## config.mk

```make
export PLATFORM = sky130hd
export DESIGN_NAME = conv_ctrl
export DESIGN_NICKNAME = d
export VERILOG_FILES = /design/src/core/conv_ctrl_pkg.sv /design/src/core/conv_ctrl.sv
export VERILOG_INCLUDE_DIRS = /design/src /design/src/core
export SDC_FILE = /design/constraint.sdc
export NUM_CORES = 1
export LEC_CHECK = 0
export ABC_CLOCK_PERIOD_IN_PS = 3900
export BUFFER_PORTS_ARGS = -buffer_cell sky130_fd_sc_hd__buf_2
export CORE_ASPECT_RATIO = 1.5
export CORE_UTILIZATION = 50
export CTS_CLUSTER_SIZE = 40
export DETAILED_ROUTE_END_ITERATION = 6
export GPL_ROUTABILITY_DRIVEN = 1
export GPL_TIMING_DRIVEN = 1
export PLACE_DENSITY = 0.77
export SYNTH_ARGS = -nofsm -noshare
export SYNTH_HDL_FRONTEND = slang
export SYNTH_SLANG_ARGS = --single-unit
export TNS_END_PERCENT = 100
```

## constraint.sdc

```tcl
create_clock -name clock_i -period 3.9 [get_ports clock_i]
set_clock_uncertainty 0.15 [all_clocks]
set_input_delay 0.39 -clock clock_i [delete_from_list [all_inputs] [get_ports clock_i]]
set_output_delay 0.39 -clock clock_i [all_outputs]
set_load 0.01 [all_outputs]
```

## src/core/conv_ctrl_consts.svh

```systemverilog
// register indices, field positions, reset values and timing counts of the converter control block
// each register owns one aligned bus word: its byte address is four times its index
// included by the package and by the control module
`ifndef CONV_CTRL_CONSTS_SVH
`define CONV_CTRL_CONSTS_SVH
`define OFS_RESULT_LOW       12'h078
`define OFS_RESULT_HIGH      12'h079
`define OFS_CTRL_STATUS_A    12'h07a
`define OFS_CTRL_STATUS_B    12'h07b
`define OFS_INPUT_REF_SEL    12'h07c
`define RST_BYTE             8'h00
`define BIT_ENABLE           7
`define BIT_START            6
`define BIT_AUTO_TRIG        5
`define BIT_DONE_FLAG        4
`define BIT_IRQ_ENABLE       3
`define BIT_LEFT_ADJUST      5
`define INIT_CONV_CYCLES     5'd25
`define NORMAL_CONV_CYCLES   5'd13
`define CHAN_DIFF_FIRST      5'h08
`define CHAN_BANDGAP         5'h1e
`define CHAN_GROUND          5'h1f
`define TRIG_FREE_RUN        3'h0
`define ADDR_BITS            12
`endif

```

## src/core/conv_ctrl_pkg.sv

```systemverilog
// types of the converter control block
// no assumptions beyond the constants header
`include "conv_ctrl_consts.svh"
package conv_ctrl_pkg;
  typedef enum logic [1:0] {
    REF_EXT_PIN,
    REF_SUPPLY,
    REF_INT_1V1,
    REF_INT_2V56
  } ref_mode_e;
  typedef enum logic [1:0] {
    IN_SINGLE,
    IN_DIFF,
    IN_BANDGAP,
    IN_GROUND
  } input_kind_e;
  typedef enum logic [1:0] {
    GAIN_1X,
    GAIN_10X,
    GAIN_200X
  } gain_e;
  // selection latched toward the analog core
  typedef struct packed {
    ref_mode_e   ref_mode;
    input_kind_e kind;
    gain_e       gain;
    logic [4:0]  channel_gain_select;
  } analog_sel_s;
  typedef enum {
    SEQ_IDLE,
    SEQ_RUN
  } seq_state_e;
endpackage

```

## src/core/conv_ctrl.sv

```systemverilog
// register file and sequencer of a 10-bit successive-approximation converter, AXI4-Lite slave
// assumes the analog core answers each start with one done pulse carrying the result, not while idle
//
// Notes on behaviour
// - reference select change takes effect only after the running conversion completes
// - reference code: 00 external pin, 01 supply, 10 internal 1.1V, 11 internal 2.56V
// - left adjust bit reformats presented data immediately, even mid-conversion
// - channel code: 0-7 single-ended, 8 upward differential pairs, 1e bandgap, 1f ground
// - channel and gain change deferred until running conversion completes
// - enable bit powers converter; clearing it aborts a running conversion
// - writing one to start begins a single conversion or the first free-running one
// - first conversion after enabling takes 25 converter clocks, later ones 13
// - start reads one while converting, zero after; writing zero does nothing
// - with auto trigger enabled, a rising edge of the selected trigger starts one unless trigger select is written that cycle; edges mid-conversion queue only one
// - done flag sets when a conversion finishes, even when a result lock keeps the data registers from updating
// - done flag clears on interrupt vector acknowledge or by writing one to it
// - interrupt request needs irq enable, global enable and done flag all set
// - prescaler: 000 and 001 divide by 2, then 4 to 128 for 111
// - reading low byte locks result updates until high byte is read
// - differential results are presented as two's complement values
// - right adjusted: result bits 7..0 in low byte, read-only, reset zero
// - right adjusted: result bits 9..8 in high byte bits 1..0, rest zero
// - left adjusted: bits 9..2 in high byte, bits 1..0 in low byte bits 7..6
// - selecting free running trigger source creates no trigger event itself
`timescale 1ns/1ps
`default_nettype none
`include "conv_ctrl_consts.svh"
module conv_ctrl
  import conv_ctrl_pkg::*;
(
  input  wire logic                 clock_i,
  input  wire logic                 rst_n_i,
  input  wire logic [`ADDR_BITS-1:0] s_axi_awaddr_i,
  input  wire logic                 s_axi_awvalid_i,
  output logic                      s_axi_awready_o,
  input  wire logic [31:0]          s_axi_wdata_i,
  input  wire logic [3:0]           s_axi_wstrb_i,
  input  wire logic                 s_axi_wvalid_i,
  output logic                      s_axi_wready_o,
  output logic [1:0]                s_axi_bresp_o,
  output logic                      s_axi_bvalid_o,
  input  wire logic                 s_axi_bready_i,
  input  wire logic [`ADDR_BITS-1:0] s_axi_araddr_i,
  input  wire logic                 s_axi_arvalid_i,
  output logic                      s_axi_arready_o,
  output logic [31:0]               s_axi_rdata_o,
  output logic [1:0]                s_axi_rresp_o,
  output logic                      s_axi_rvalid_o,
  input  wire logic                 s_axi_rready_i,
  input  wire logic [7:0]           trigger_sources_i,
  input  wire logic                 global_irq_enable_i,
  input  wire logic                 irq_ack_i,
  output logic                      irq_o,
  output logic                      converter_power_o,
  output logic                      conv_clock_en_o,
  output logic                      conv_start_o,
  output analog_sel_s               analog_sel_o,
  input  wire logic                 conv_done_i,
  input  wire logic [9:0]           conv_result_i
);
  // software visible state
  logic [7:0]  input_reference_select;
  logic        converter_enable;
  logic        auto_trigger_enable;
  logic        conversion_done_flag;
  logic        conversion_irq_enable;
  logic [2:0]  clock_prescale_select;
  logic [2:0]  trigger_source_select;
  logic [9:0]  result;
  logic        result_locked;
  // sequencer state
  seq_state_e  state;
  logic        first_pending;
  logic [4:0]  cycle_count;
  logic [4:0]  cycle_target;
  logic [6:0]  prescale_count;
  logic        trigger_prev;
  logic        start_pending;
  input_kind_e sel_kind;
  gain_e       sel_gain;

  // ---------------- AXI4-Lite write path ----------------
  logic                  aw_held;
  logic                  w_held;
  logic [`ADDR_BITS-1:0] aw_addr;
  logic [7:0]            w_byte;
  logic                  w_lane0;
  wire                   wr_fire    = aw_held && w_held && !s_axi_bvalid_o;
  wire                   wr_ok      = wr_fire && w_lane0;
  // word index of the access; the two byte bits are ignored, registers are word aligned
  wire [`ADDR_BITS-1:0]  wr_word    = {2'b00, aw_addr[`ADDR_BITS-1:2]};
  wire                   wr_mux     = wr_ok && wr_word == `OFS_INPUT_REF_SEL;
  wire                   wr_csa     = wr_ok && wr_word == `OFS_CTRL_STATUS_A;
  wire                   wr_csb     = wr_ok && wr_word == `OFS_CTRL_STATUS_B;
  wire                   wr_mapped  = wr_word == `OFS_INPUT_REF_SEL || wr_word == `OFS_CTRL_STATUS_A ||
                                      wr_word == `OFS_CTRL_STATUS_B || wr_word == `OFS_RESULT_LOW ||
                                      wr_word == `OFS_RESULT_HIGH;

  assign s_axi_awready_o = !aw_held;
  assign s_axi_wready_o  = !w_held;

  always_ff @(posedge clock_i or negedge rst_n_i) begin
    if (!rst_n_i) begin
      aw_held        <= 1'b0;
      w_held         <= 1'b0;
      aw_addr        <= '0;
      w_byte         <= `RST_BYTE;
      w_lane0        <= 1'b0;
      s_axi_bvalid_o <= 1'b0;
      s_axi_bresp_o  <= 2'b00;
    end else begin
      if (s_axi_awvalid_i && !aw_held) begin
        aw_held <= 1'b1;
        aw_addr <= s_axi_awaddr_i;
      end
      if (s_axi_wvalid_i && !w_held) begin
        w_held  <= 1'b1;
        // every register here is one byte, so only lane 0 of an aligned word matters
        w_byte  <= s_axi_wdata_i[7:0];
        w_lane0 <= s_axi_wstrb_i[0];
      end
      if (wr_fire) begin
        aw_held        <= 1'b0;
        w_held         <= 1'b0;
        s_axi_bvalid_o <= 1'b1;
        s_axi_bresp_o  <= wr_mapped ? 2'b00 : 2'b10;
      end else if (s_axi_bvalid_o && s_axi_bready_i) begin
        s_axi_bvalid_o <= 1'b0;
      end
    end
  end

  // ---------------- AXI4-Lite read path ----------------
  wire [`ADDR_BITS-1:0] rd_word = {2'b00, s_axi_araddr_i[`ADDR_BITS-1:2]};
  wire                  rd_fire = s_axi_arvalid_i && !s_axi_rvalid_o;
  wire                  rd_low  = rd_fire && rd_word == `OFS_RESULT_LOW;
  wire                  rd_high = rd_fire && rd_word == `OFS_RESULT_HIGH;
  wire                  left    = input_reference_select[`BIT_LEFT_ADJUST];
  // formatting is combinational on the live bit, so a change shows at once
  wire [7:0] low_byte  = left ? {result[1:0], 6'b000000} : result[7:0];
  wire [7:0] high_byte = left ? result[9:2] : {6'b000000, result[9:8]};
  wire [7:0] csa_byte  = {converter_enable, state == SEQ_RUN || start_pending,
                          auto_trigger_enable, conversion_done_flag, conversion_irq_enable,
                          clock_prescale_select};
  wire [7:0] csb_byte  = {5'b00000, trigger_source_select};
  logic [7:0] rd_byte;
  logic       rd_mapped;
  always_comb begin
    rd_byte   = 8'h00;
    rd_mapped = 1'b1;
    case (rd_word)
      `OFS_RESULT_LOW:    rd_byte = low_byte;
      `OFS_RESULT_HIGH:   rd_byte = high_byte;
      `OFS_CTRL_STATUS_A: rd_byte = csa_byte;
      `OFS_CTRL_STATUS_B: rd_byte = csb_byte;
      `OFS_INPUT_REF_SEL: rd_byte = input_reference_select;
      default:            rd_mapped = 1'b0;
    endcase
  end
  assign s_axi_arready_o = !s_axi_rvalid_o;
  wire s_axi_rvalid_i_done = s_axi_rvalid_o && s_axi_rready_i;

  always_ff @(posedge clock_i or negedge rst_n_i) begin
    if (!rst_n_i) begin
      s_axi_rvalid_o <= 1'b0;
      s_axi_rdata_o  <= 32'h0000_0000;
      s_axi_rresp_o  <= 2'b00;
    end else if (rd_fire) begin
      s_axi_rvalid_o <= 1'b1;
      s_axi_rdata_o  <= {24'h000000, rd_byte};
      s_axi_rresp_o  <= rd_mapped ? 2'b00 : 2'b10;
    end else if (s_axi_rvalid_i_done) begin
      s_axi_rvalid_o <= 1'b0;
    end
  end

  // ---------------- trigger and start ----------------
  wire trigger_now   = trigger_sources_i[trigger_source_select];
  wire conv_done_ok  = state == SEQ_RUN && conv_done_i && cycle_count >= cycle_target;
  // free running retriggers on every completion pulse, so a flag left set never stalls it,
  // and switching to free running sees no level and thus makes no edge
  wire trigger_level = (trigger_source_select == `TRIG_FREE_RUN) ? conv_done_ok : trigger_now;
  wire trigger_edge  = auto_trigger_enable && trigger_level && !trigger_prev && !wr_csb;
  wire start_write   = wr_csa && w_byte[`BIT_START];
  wire next_enable   = wr_csa ? w_byte[`BIT_ENABLE] : converter_enable;

  // ---------------- prescaler ----------------
  logic [6:0] prescale_top;
  always_comb begin
    case (clock_prescale_select)
      3'd2:    prescale_top = 7'd3;
      3'd3:    prescale_top = 7'd7;
      3'd4:    prescale_top = 7'd15;
      3'd5:    prescale_top = 7'd31;
      3'd6:    prescale_top = 7'd63;
      3'd7:    prescale_top = 7'd127;
      default: prescale_top = 7'd1;
    endcase
  end
  wire tick = converter_enable && state == SEQ_RUN && prescale_count == prescale_top;

  always_ff @(posedge clock_i or negedge rst_n_i) begin
    if (!rst_n_i) begin
      prescale_count <= 7'd0;
    end else if (!converter_enable || state != SEQ_RUN || tick) begin
      prescale_count <= 7'd0;
    end else begin
      prescale_count <= prescale_count + 7'd1;
    end
  end
  assign conv_clock_en_o   = tick;
  assign converter_power_o = converter_enable;

  // ---------------- registers and sequencer ----------------
  always_ff @(posedge clock_i or negedge rst_n_i) begin
    if (!rst_n_i) begin
      input_reference_select <= `RST_BYTE;
      converter_enable       <= 1'b0;
      auto_trigger_enable    <= 1'b0;
      conversion_done_flag   <= 1'b0;
      conversion_irq_enable  <= 1'b0;
      clock_prescale_select  <= 3'd0;
      trigger_source_select  <= 3'd0;
      result                 <= 10'd0;
      result_locked          <= 1'b0;
      state                  <= SEQ_IDLE;
      first_pending          <= 1'b1;
      cycle_count            <= 5'd0;
      cycle_target           <= `NORMAL_CONV_CYCLES;
      trigger_prev           <= 1'b0;
      start_pending          <= 1'b0;
      conv_start_o           <= 1'b0;
      analog_sel_o           <= '0;
    end else begin
      conv_start_o <= 1'b0;
      trigger_prev <= trigger_level;
      if (wr_mux) begin
        input_reference_select <= w_byte;
      end
      if (wr_csa) begin
        converter_enable      <= w_byte[`BIT_ENABLE];
        auto_trigger_enable   <= w_byte[`BIT_AUTO_TRIG];
        conversion_irq_enable <= w_byte[`BIT_IRQ_ENABLE];
        clock_prescale_select <= w_byte[2:0];
      end
      if (wr_csb) begin
        trigger_source_select <= w_byte[2:0];
      end
      if (rd_low) begin
        result_locked <= 1'b1;
      end else if (rd_high) begin
        result_locked <= 1'b0;
      end
      // clear first, set last: a completion in the clearing cycle wins
      if ((wr_csa && w_byte[`BIT_DONE_FLAG]) || irq_ack_i) begin
        conversion_done_flag <= 1'b0;
      end
      if (!next_enable) begin
        state         <= SEQ_IDLE;
        start_pending <= 1'b0;
        first_pending <= 1'b1;
        cycle_count   <= 5'd0;
      end else begin
        case (state)
          SEQ_IDLE: begin
            if (start_write || trigger_edge || start_pending) begin
              state         <= SEQ_RUN;
              start_pending <= 1'b0;
              conv_start_o  <= 1'b1;
              cycle_count   <= 5'd0;
              cycle_target  <= first_pending ? `INIT_CONV_CYCLES : `NORMAL_CONV_CYCLES;
              first_pending <= 1'b0;
              // selections are sampled only at a start, so mid-conversion writes wait
              analog_sel_o.ref_mode            <= ref_mode_e'(input_reference_select[7:6]);
              analog_sel_o.channel_gain_select <= input_reference_select[4:0];
              analog_sel_o.kind                <= sel_kind;
              analog_sel_o.gain                <= sel_gain;
            end
          end
          SEQ_RUN: begin
            if (tick && cycle_count < cycle_target) begin
              cycle_count <= cycle_count + 5'd1;
            end
            if (start_write || trigger_edge) begin
              start_pending <= auto_trigger_enable && trigger_edge;
            end
            if (conv_done_ok) begin
              state <= SEQ_IDLE;
              if (!result_locked) begin
                // differential codes arrive already in two's complement and are kept as is
                result <= conv_result_i;
              end
              conversion_done_flag <= 1'b1;
            end
          end
          default: state <= SEQ_IDLE;
        endcase
      end
    end
  end

  // channel code decode toward the analog core
  wire [4:0] ch = input_reference_select[4:0];
  always_comb begin
    sel_gain = GAIN_1X;
    if (ch == `CHAN_BANDGAP) begin
      sel_kind = IN_BANDGAP;
    end else if (ch == `CHAN_GROUND) begin
      sel_kind = IN_GROUND;
    end else if (ch < `CHAN_DIFF_FIRST) begin
      sel_kind = IN_SINGLE;
    end else begin
      sel_kind = IN_DIFF;
      if (ch[4:3] == 2'b01) begin
        sel_gain = ch[1] ? GAIN_200X : GAIN_10X;
      end
    end
  end

  assign irq_o = conversion_irq_enable && global_irq_enable_i && conversion_done_flag;
endmodule
`default_nettype wire

```

* Word level (Yosys, flattened, before mapping)
Index checks and enable logic that the tools add are counted.
W data, S select, Z words.
** Storage, ports and cells
- Flip-flop bits (word level) :: 130
- Latch bits :: 0
- Memory bits (writable) :: 0
- Bits in read-only memories :: 0
- Input bits :: 88
- Logic and storage cells :: 177
- Memories kept :: 0
** Operators by class
- Add/subtract/negate cells :: 2
- Multiply operators :: 0
- Div/mod/pow operators :: 0
- $lt $le $gt $ge :: 4
- Eq/ne operators :: 30
- Shift-type cells :: 0
- Multiplexer cells :: 52
- Bitwise gates (word level) :: 1
- Reductions and logical operators :: 57
** Operators with widths (number)
- $eq A10 B7 Y1 const B :: 10
- $mux W32 :: 3
- $pmux W32 S2 :: 1
- $pmux W7 S6 :: 1
- $pmux W8 S5 :: 1
- $eq A32 B1 Y1 const B :: 1
- $eq A32 B2 Y1 const B :: 1
- $logic_not A32 Y1 :: 1
- $ne A32 B2 Y1 const B :: 1
- $mux W1 :: 27
- $logic_and A1 B1 Y1 :: 26
- $mux W5 :: 4
- $mux W2 :: 9
- $mux W8 :: 2
- $eq A3 B3 Y1 const B :: 4
- $ne A3 B3 Y1 const B :: 4
- $eq A5 B5 Y1 const B :: 2
- $logic_or A1 B1 Y1 :: 10
- $pmux W5 S2 :: 1
- $reduce_bool A2 Y1 :: 5
- $reduce_and A3 Y1 :: 3
- $add A7 B1 Y7 const B :: 1
- $eq A7 B7 Y1 :: 1
- $logic_not A1 Y1 :: 7
- 17 further kinds :: 20

* Depth between registers and ports, before layout
- Depth in word-level cells :: 12
- Mapped depth :: 9
- Gate-level depth less buffers :: 8

* Worst setup path before layout
OpenSTA, ideal clock, no wires.
- Path type :: reg-to-reg
- Start point :: reg s_axi_bvalid_o
- End point :: reg cycle_count[4]
- Setup time :: 0.137 ns
- Arrival time :: 2.648 ns
- Required time :: 3.613 ns
- Path slack :: 0.964 ns
- Stages on the path, launching flop included :: 9
- Period minus slack after synthesis :: 2.936 ns
- Path through :: dfrtp_1 -> nand4b_1 -> or4b_1 -> nor3_4 -> mux2i_1 -> clkbuf_1 -> clkinv_1 -> nand4_1 -> o211ai_1
** RTL lines
- start: declaration :: line conv_ctrl.sv:41 : output logic s_axi_bvalid_o,
- start signal: assignment :: line conv_ctrl.sv:109 : s_axi_bvalid_o <= 1'b0;
- start signal: assignment :: line conv_ctrl.sv:125 : s_axi_bvalid_o <= 1'b1;
- start signal: assignment :: line conv_ctrl.sv:128 : s_axi_bvalid_o <= 1'b0;
- $logic_not A1 Y1 * :: line conv_ctrl.sv:88 : wire wr_fire = aw_held && w_held && !s_axi_bvalid_o;
- $logic_and A1 B1 Y1 * :: line conv_ctrl.sv:88
- $logic_and A1 B1 Y1 * :: line conv_ctrl.sv:89 : wire wr_ok = wr_fire && w_lane0;
- $logic_and A1 B1 Y1 (no source line) *
- $mux W1 * :: line conv_ctrl.sv:185 : wire next_enable = wr_csa ? w_byte[`BIT_ENABLE] : converter_enable;
- net next_enable :: line conv_ctrl.sv:185
- $ne A3 B3 Y1 (no source line) or $ne A3 B1 Y1 (tied branches)
- $reduce_and A3 Y1 (no source line)
- end signal: assignment :: line conv_ctrl.sv:282 : cycle_count <= cycle_count + 5'd1;
- end: declaration :: line conv_ctrl.sv:74 : logic [4:0] cycle_count;
The timed path passes the listed nets; every way through them passes the cells marked *.
A chain may end at the register's enable or synchronous reset.

* Worst setup path after layout
- Start point :: reg s_axi_bvalid_o
- End point :: reg result[4]
** On the way
- Cells in the longest elaborated chain, start to end :: 6
** Ends and longest elaborated chain
- $logic_not A1 Y1 :: line conv_ctrl.sv:88
- $logic_and A1 B1 Y1 :: line conv_ctrl.sv:88
- $logic_and A1 B1 Y1 :: line conv_ctrl.sv:89
- $logic_and A1 B1 Y1 (no source line)
- $mux W1 :: line conv_ctrl.sv:185
- $reduce_and A4 Y1 (no source line)
- end signal: assignment :: line conv_ctrl.sv:291 : result <= conv_result_i;
- end: declaration :: line conv_ctrl.sv:69 : logic [9:0] result;
No other way between the ends.

==> impl_results.md <==
* Post-DRT Antenna Nets at 0
* Core area at 8780 um^2
* EDFF count, synth at 0
* Seq/Total Area, Yosys at 0.512
* Clock tree buffer depth at 2
* Rows at 42
* Initial antenna violation count at 0
* Post-synth top area share at 0.501
* First-pass GRT wire length at between 15,000 and 20,000 um
* Max Freq at between 300 and 400 MHz
* Net Sw Frac at 0.248
* Post-synthesis adder-cell area fraction at 0.0139
* Status: completed
* Netlist cell types at between 50 and 60
* Synth Area per Inst at roughly 11 um^2
* Synth area leaders: dfrtp_1 50%, mux2_2 13%, buf_4 4.3%
* Reg-to-Reg End: result[4]
* Setup TNS at 0 ns
* Ant diodes at 0
* Via density at roughly 5.6
* Worst Reg-to-Reg Cells at 7
* Post-cts sizing count at 0
* Relative slew slack at 0.231
* Hold_buf cts at 0
* Mapped Cells at 400
* Classification of the worst setup path: reg2reg
* Reg clk slew, reported paths at ~0.06 ns
* FILL cells at 722
* RSZ-0062 raised after global routing: no
* Area fraction in compound gates after synthesis at 0.0982
* Htree depth at 3
* CP startpoint kind: flop
* Flop pwr share at 0.490
* Primary FF master, synth: dfrtp_1
* Nets at a little under 600
* CP Max Fanout at 13
* Internal at 0.00182 W
* Crit path time final at between 3 and 4 ns
* Pwr/cell area at between 400 and 500 nW/um^2
* TritonCTS buffer count at 9
* CP arrival at between 3 and 4 ns
* R2r startpoint: s_axi_bvalid_o
* Hold Path Class: in2reg
* VDD IR max at 0.000453 V
* Layout cells sized above 1 at 0.327
* Die Width at just under 80 um
* Setup Fix Bufs, Post-CTS at 0
* Measured slew at the worst slew-check pin at 1.15 ns
* Pre-CTS setup slack at about 0.67 ns
* Net Sw Power at between 0.0006 and 0.0007 W
* Vias in the first global route at ~3,300
* Final Cycle Share at 0.824
* Layout area overhead at 16.6%
* Final Wtd Congestion at around 0.91
* Die Area at about 9400 um^2
* Detailed placer's ending HPWL at between 7000 and 8000 um
* Setup ws final at approximately 0.69 ns
* Clk_lat worst skew at between 0.3 and 0.4 ns
* Total gr overflow at 0
* CP Data Required Time at between 3 and 4 ns
* CP Capture Type: flop
* Leading area contributor after synthesis: dfrtp_1
* DRC at 0
* Tot GR Track Use at 0.224
* CTS tree: done
* Worst reg2reg setup slack at approximately 0.69 ns
* Post-synthesis xor/xnor area fraction at 0.00973
* Combinational power share at 0.136
* Hold path cells at 2
* DR WL/cell at 16.2 um
* Fraction of registers with async set/reset at 1.00
* IO Pins at 144
* Final hold viol count at 0
* Yosys warnings at 0
* Largest family of logic cells by synthesized area: multiplexers
* Worst Setup EP: result[4]
* P_leak at 2.47 nW
* Simple-gate share of the synthesized area at 0.140
* Proportion of synthesized area in mux cells at 0.160
* DR iter-0 viols at 286
* Largest net degree at the start of global routing at 93
* Origin of the worst setup path: s_axi_bvalid_o
* DIE HEIGHT at between 100 and 150 um
* Clock root cell: clkbuf_16
* Most instantiated cells after synthesis: 90 x dfrtp_1, 52 x mux2_2, 29 x nor2_1, 26 x buf_4, 24 x nand2_1
* DRT Pass-1 Iters at 6
* Cell with the most instances after synthesis: dfrtp_1
* Seq cells post-synth at between 90 and 100
* Final setup violation count at 0
* Buffers on Ports at 85
* Initial cell density of the core at 0.513
* Max-cap violations at 0
* Clock power share at 0.374
* Synth Cell Area at about 4500 um^2
* Total Wirelength at between 9000 and 10,000 um
* Sinks on Clock Net at 92
* DR vias at 3,345
* Slew Viols, Final at 0
## worst min path at each step
stage	to	from	slack (ns)
floorplan	analog_sel_o[0]	rst_n_i	-0.06
global placement	first_pending	first_pending	0.30
detailed placement	first_pending	first_pending	0.31
CTS	s_axi_rvalid_o	s_axi_rready_i	0.08
global route	s_axi_rvalid_o	s_axi_rready_i	0.08
finish	s_axi_rvalid_o	s_axi_rready_i	0.08
## placed cells by master (no fill, tap or decap), types with 3 or more instances in the layout
cell type  count
a222oi_1       4
a21oi_1       11
nor3b_1        3
dfrtp_1       90
xnor2_1        3
clkbuf_16      9
mux2_2        52
buf_2         84
nor3_1         4
o21ai_0       20
ha_1           5
mux2i_1       11
nor2b_1        7
or4b_1         3
nand2b_1       4
nor4_1         5
and3_1         5
nor2_1        29
a211o_1        3
conb_1        26
nor4b_1        3
o31ai_1        3
inv_1         13
nand4_1        7
a31oi_1        4
nand2_1       24
nand3_1        9
buf_4          4
## layout make-up
class,instances,area [um^2],share of cell area
clock buffers,12,246,0.0470
clock inverters,2,60.1,0.0114
flip-flops and latches,92,2300,0.439
well taps,110,138,0.0262
multi-input cells,281,1990,0.380
inverters,14,52.6,0.0100
repair buffers,88,450,0.0859
## state kept, by name, indices dropped and copies added, names as in the netlist, 2 cells and up
signal                  cells
analog_sel_o               11
cycle_count                 5
w_byte                      8
result                     10
aw_addr                    10
cycle_target                2
trigger_source_select       3
clock_prescale_select       3
input_reference_select      8
s_axi_rdata_o               8
prescale_count              7
## kinds of logic after synthesis
family                     count (synthesis)
AOI/OAI and AO/OA                         66
DFF                                       92
and+or+nand+nor                          115
buffers and inverters                     52
xor gates and xnor gates                   5
muxes                                     64
adders and majority gates                  5
other                                      1
## power groups by stage
stage	clock network, W	logic [W]	registers [W]
floorplan	0	0.000256	0.00117
global placement	0	0.000320	0.00119
detailed placement	0	0.000333	0.00121
CTS	0.000920	0.000333	0.00119
global route	0.000954	0.000367	0.00121
finish	0.000906	0.000330	0.00119
## per-stage QoR
step                cells  instance area, um^2  hold slack, ns  power, W  utilization
floorplan             425                 4590         -0.0556   0.00143            -
global placement      585                 4940           0.297   0.00151        0.563
detailed placement    585                 4940           0.312   0.00154        0.563
CTS                   599                 5250          0.0788   0.00244        0.598
global route          599                 5250          0.0777   0.00253        0.598
finish                599                 5250          0.0844   0.00242        0.598
## layer usage
layer | up-vias | track usage | share of wire
met2 | 125 | 0.378 | 0.53
li1 | 1572 | - | -
met1 | 1630 | 0.277 | 0.40
met3 | 18 | 0.0386 | 0.045
met4 | 0 | 0.0977 | 0.028
met5 | - | 0 | 0
## critical path, stage by stage, from the launching register on
cell	delay, ns
dfrtp_1	0.42
nand4b_1	0.31
or4b_1	0.58
nor3_4	0.39
mux2i_1	0.15
buf_4	0.21
nor3_4	0.47
mux2_2	0.41
No activity file was read; power rests on OpenSTA's default activity.
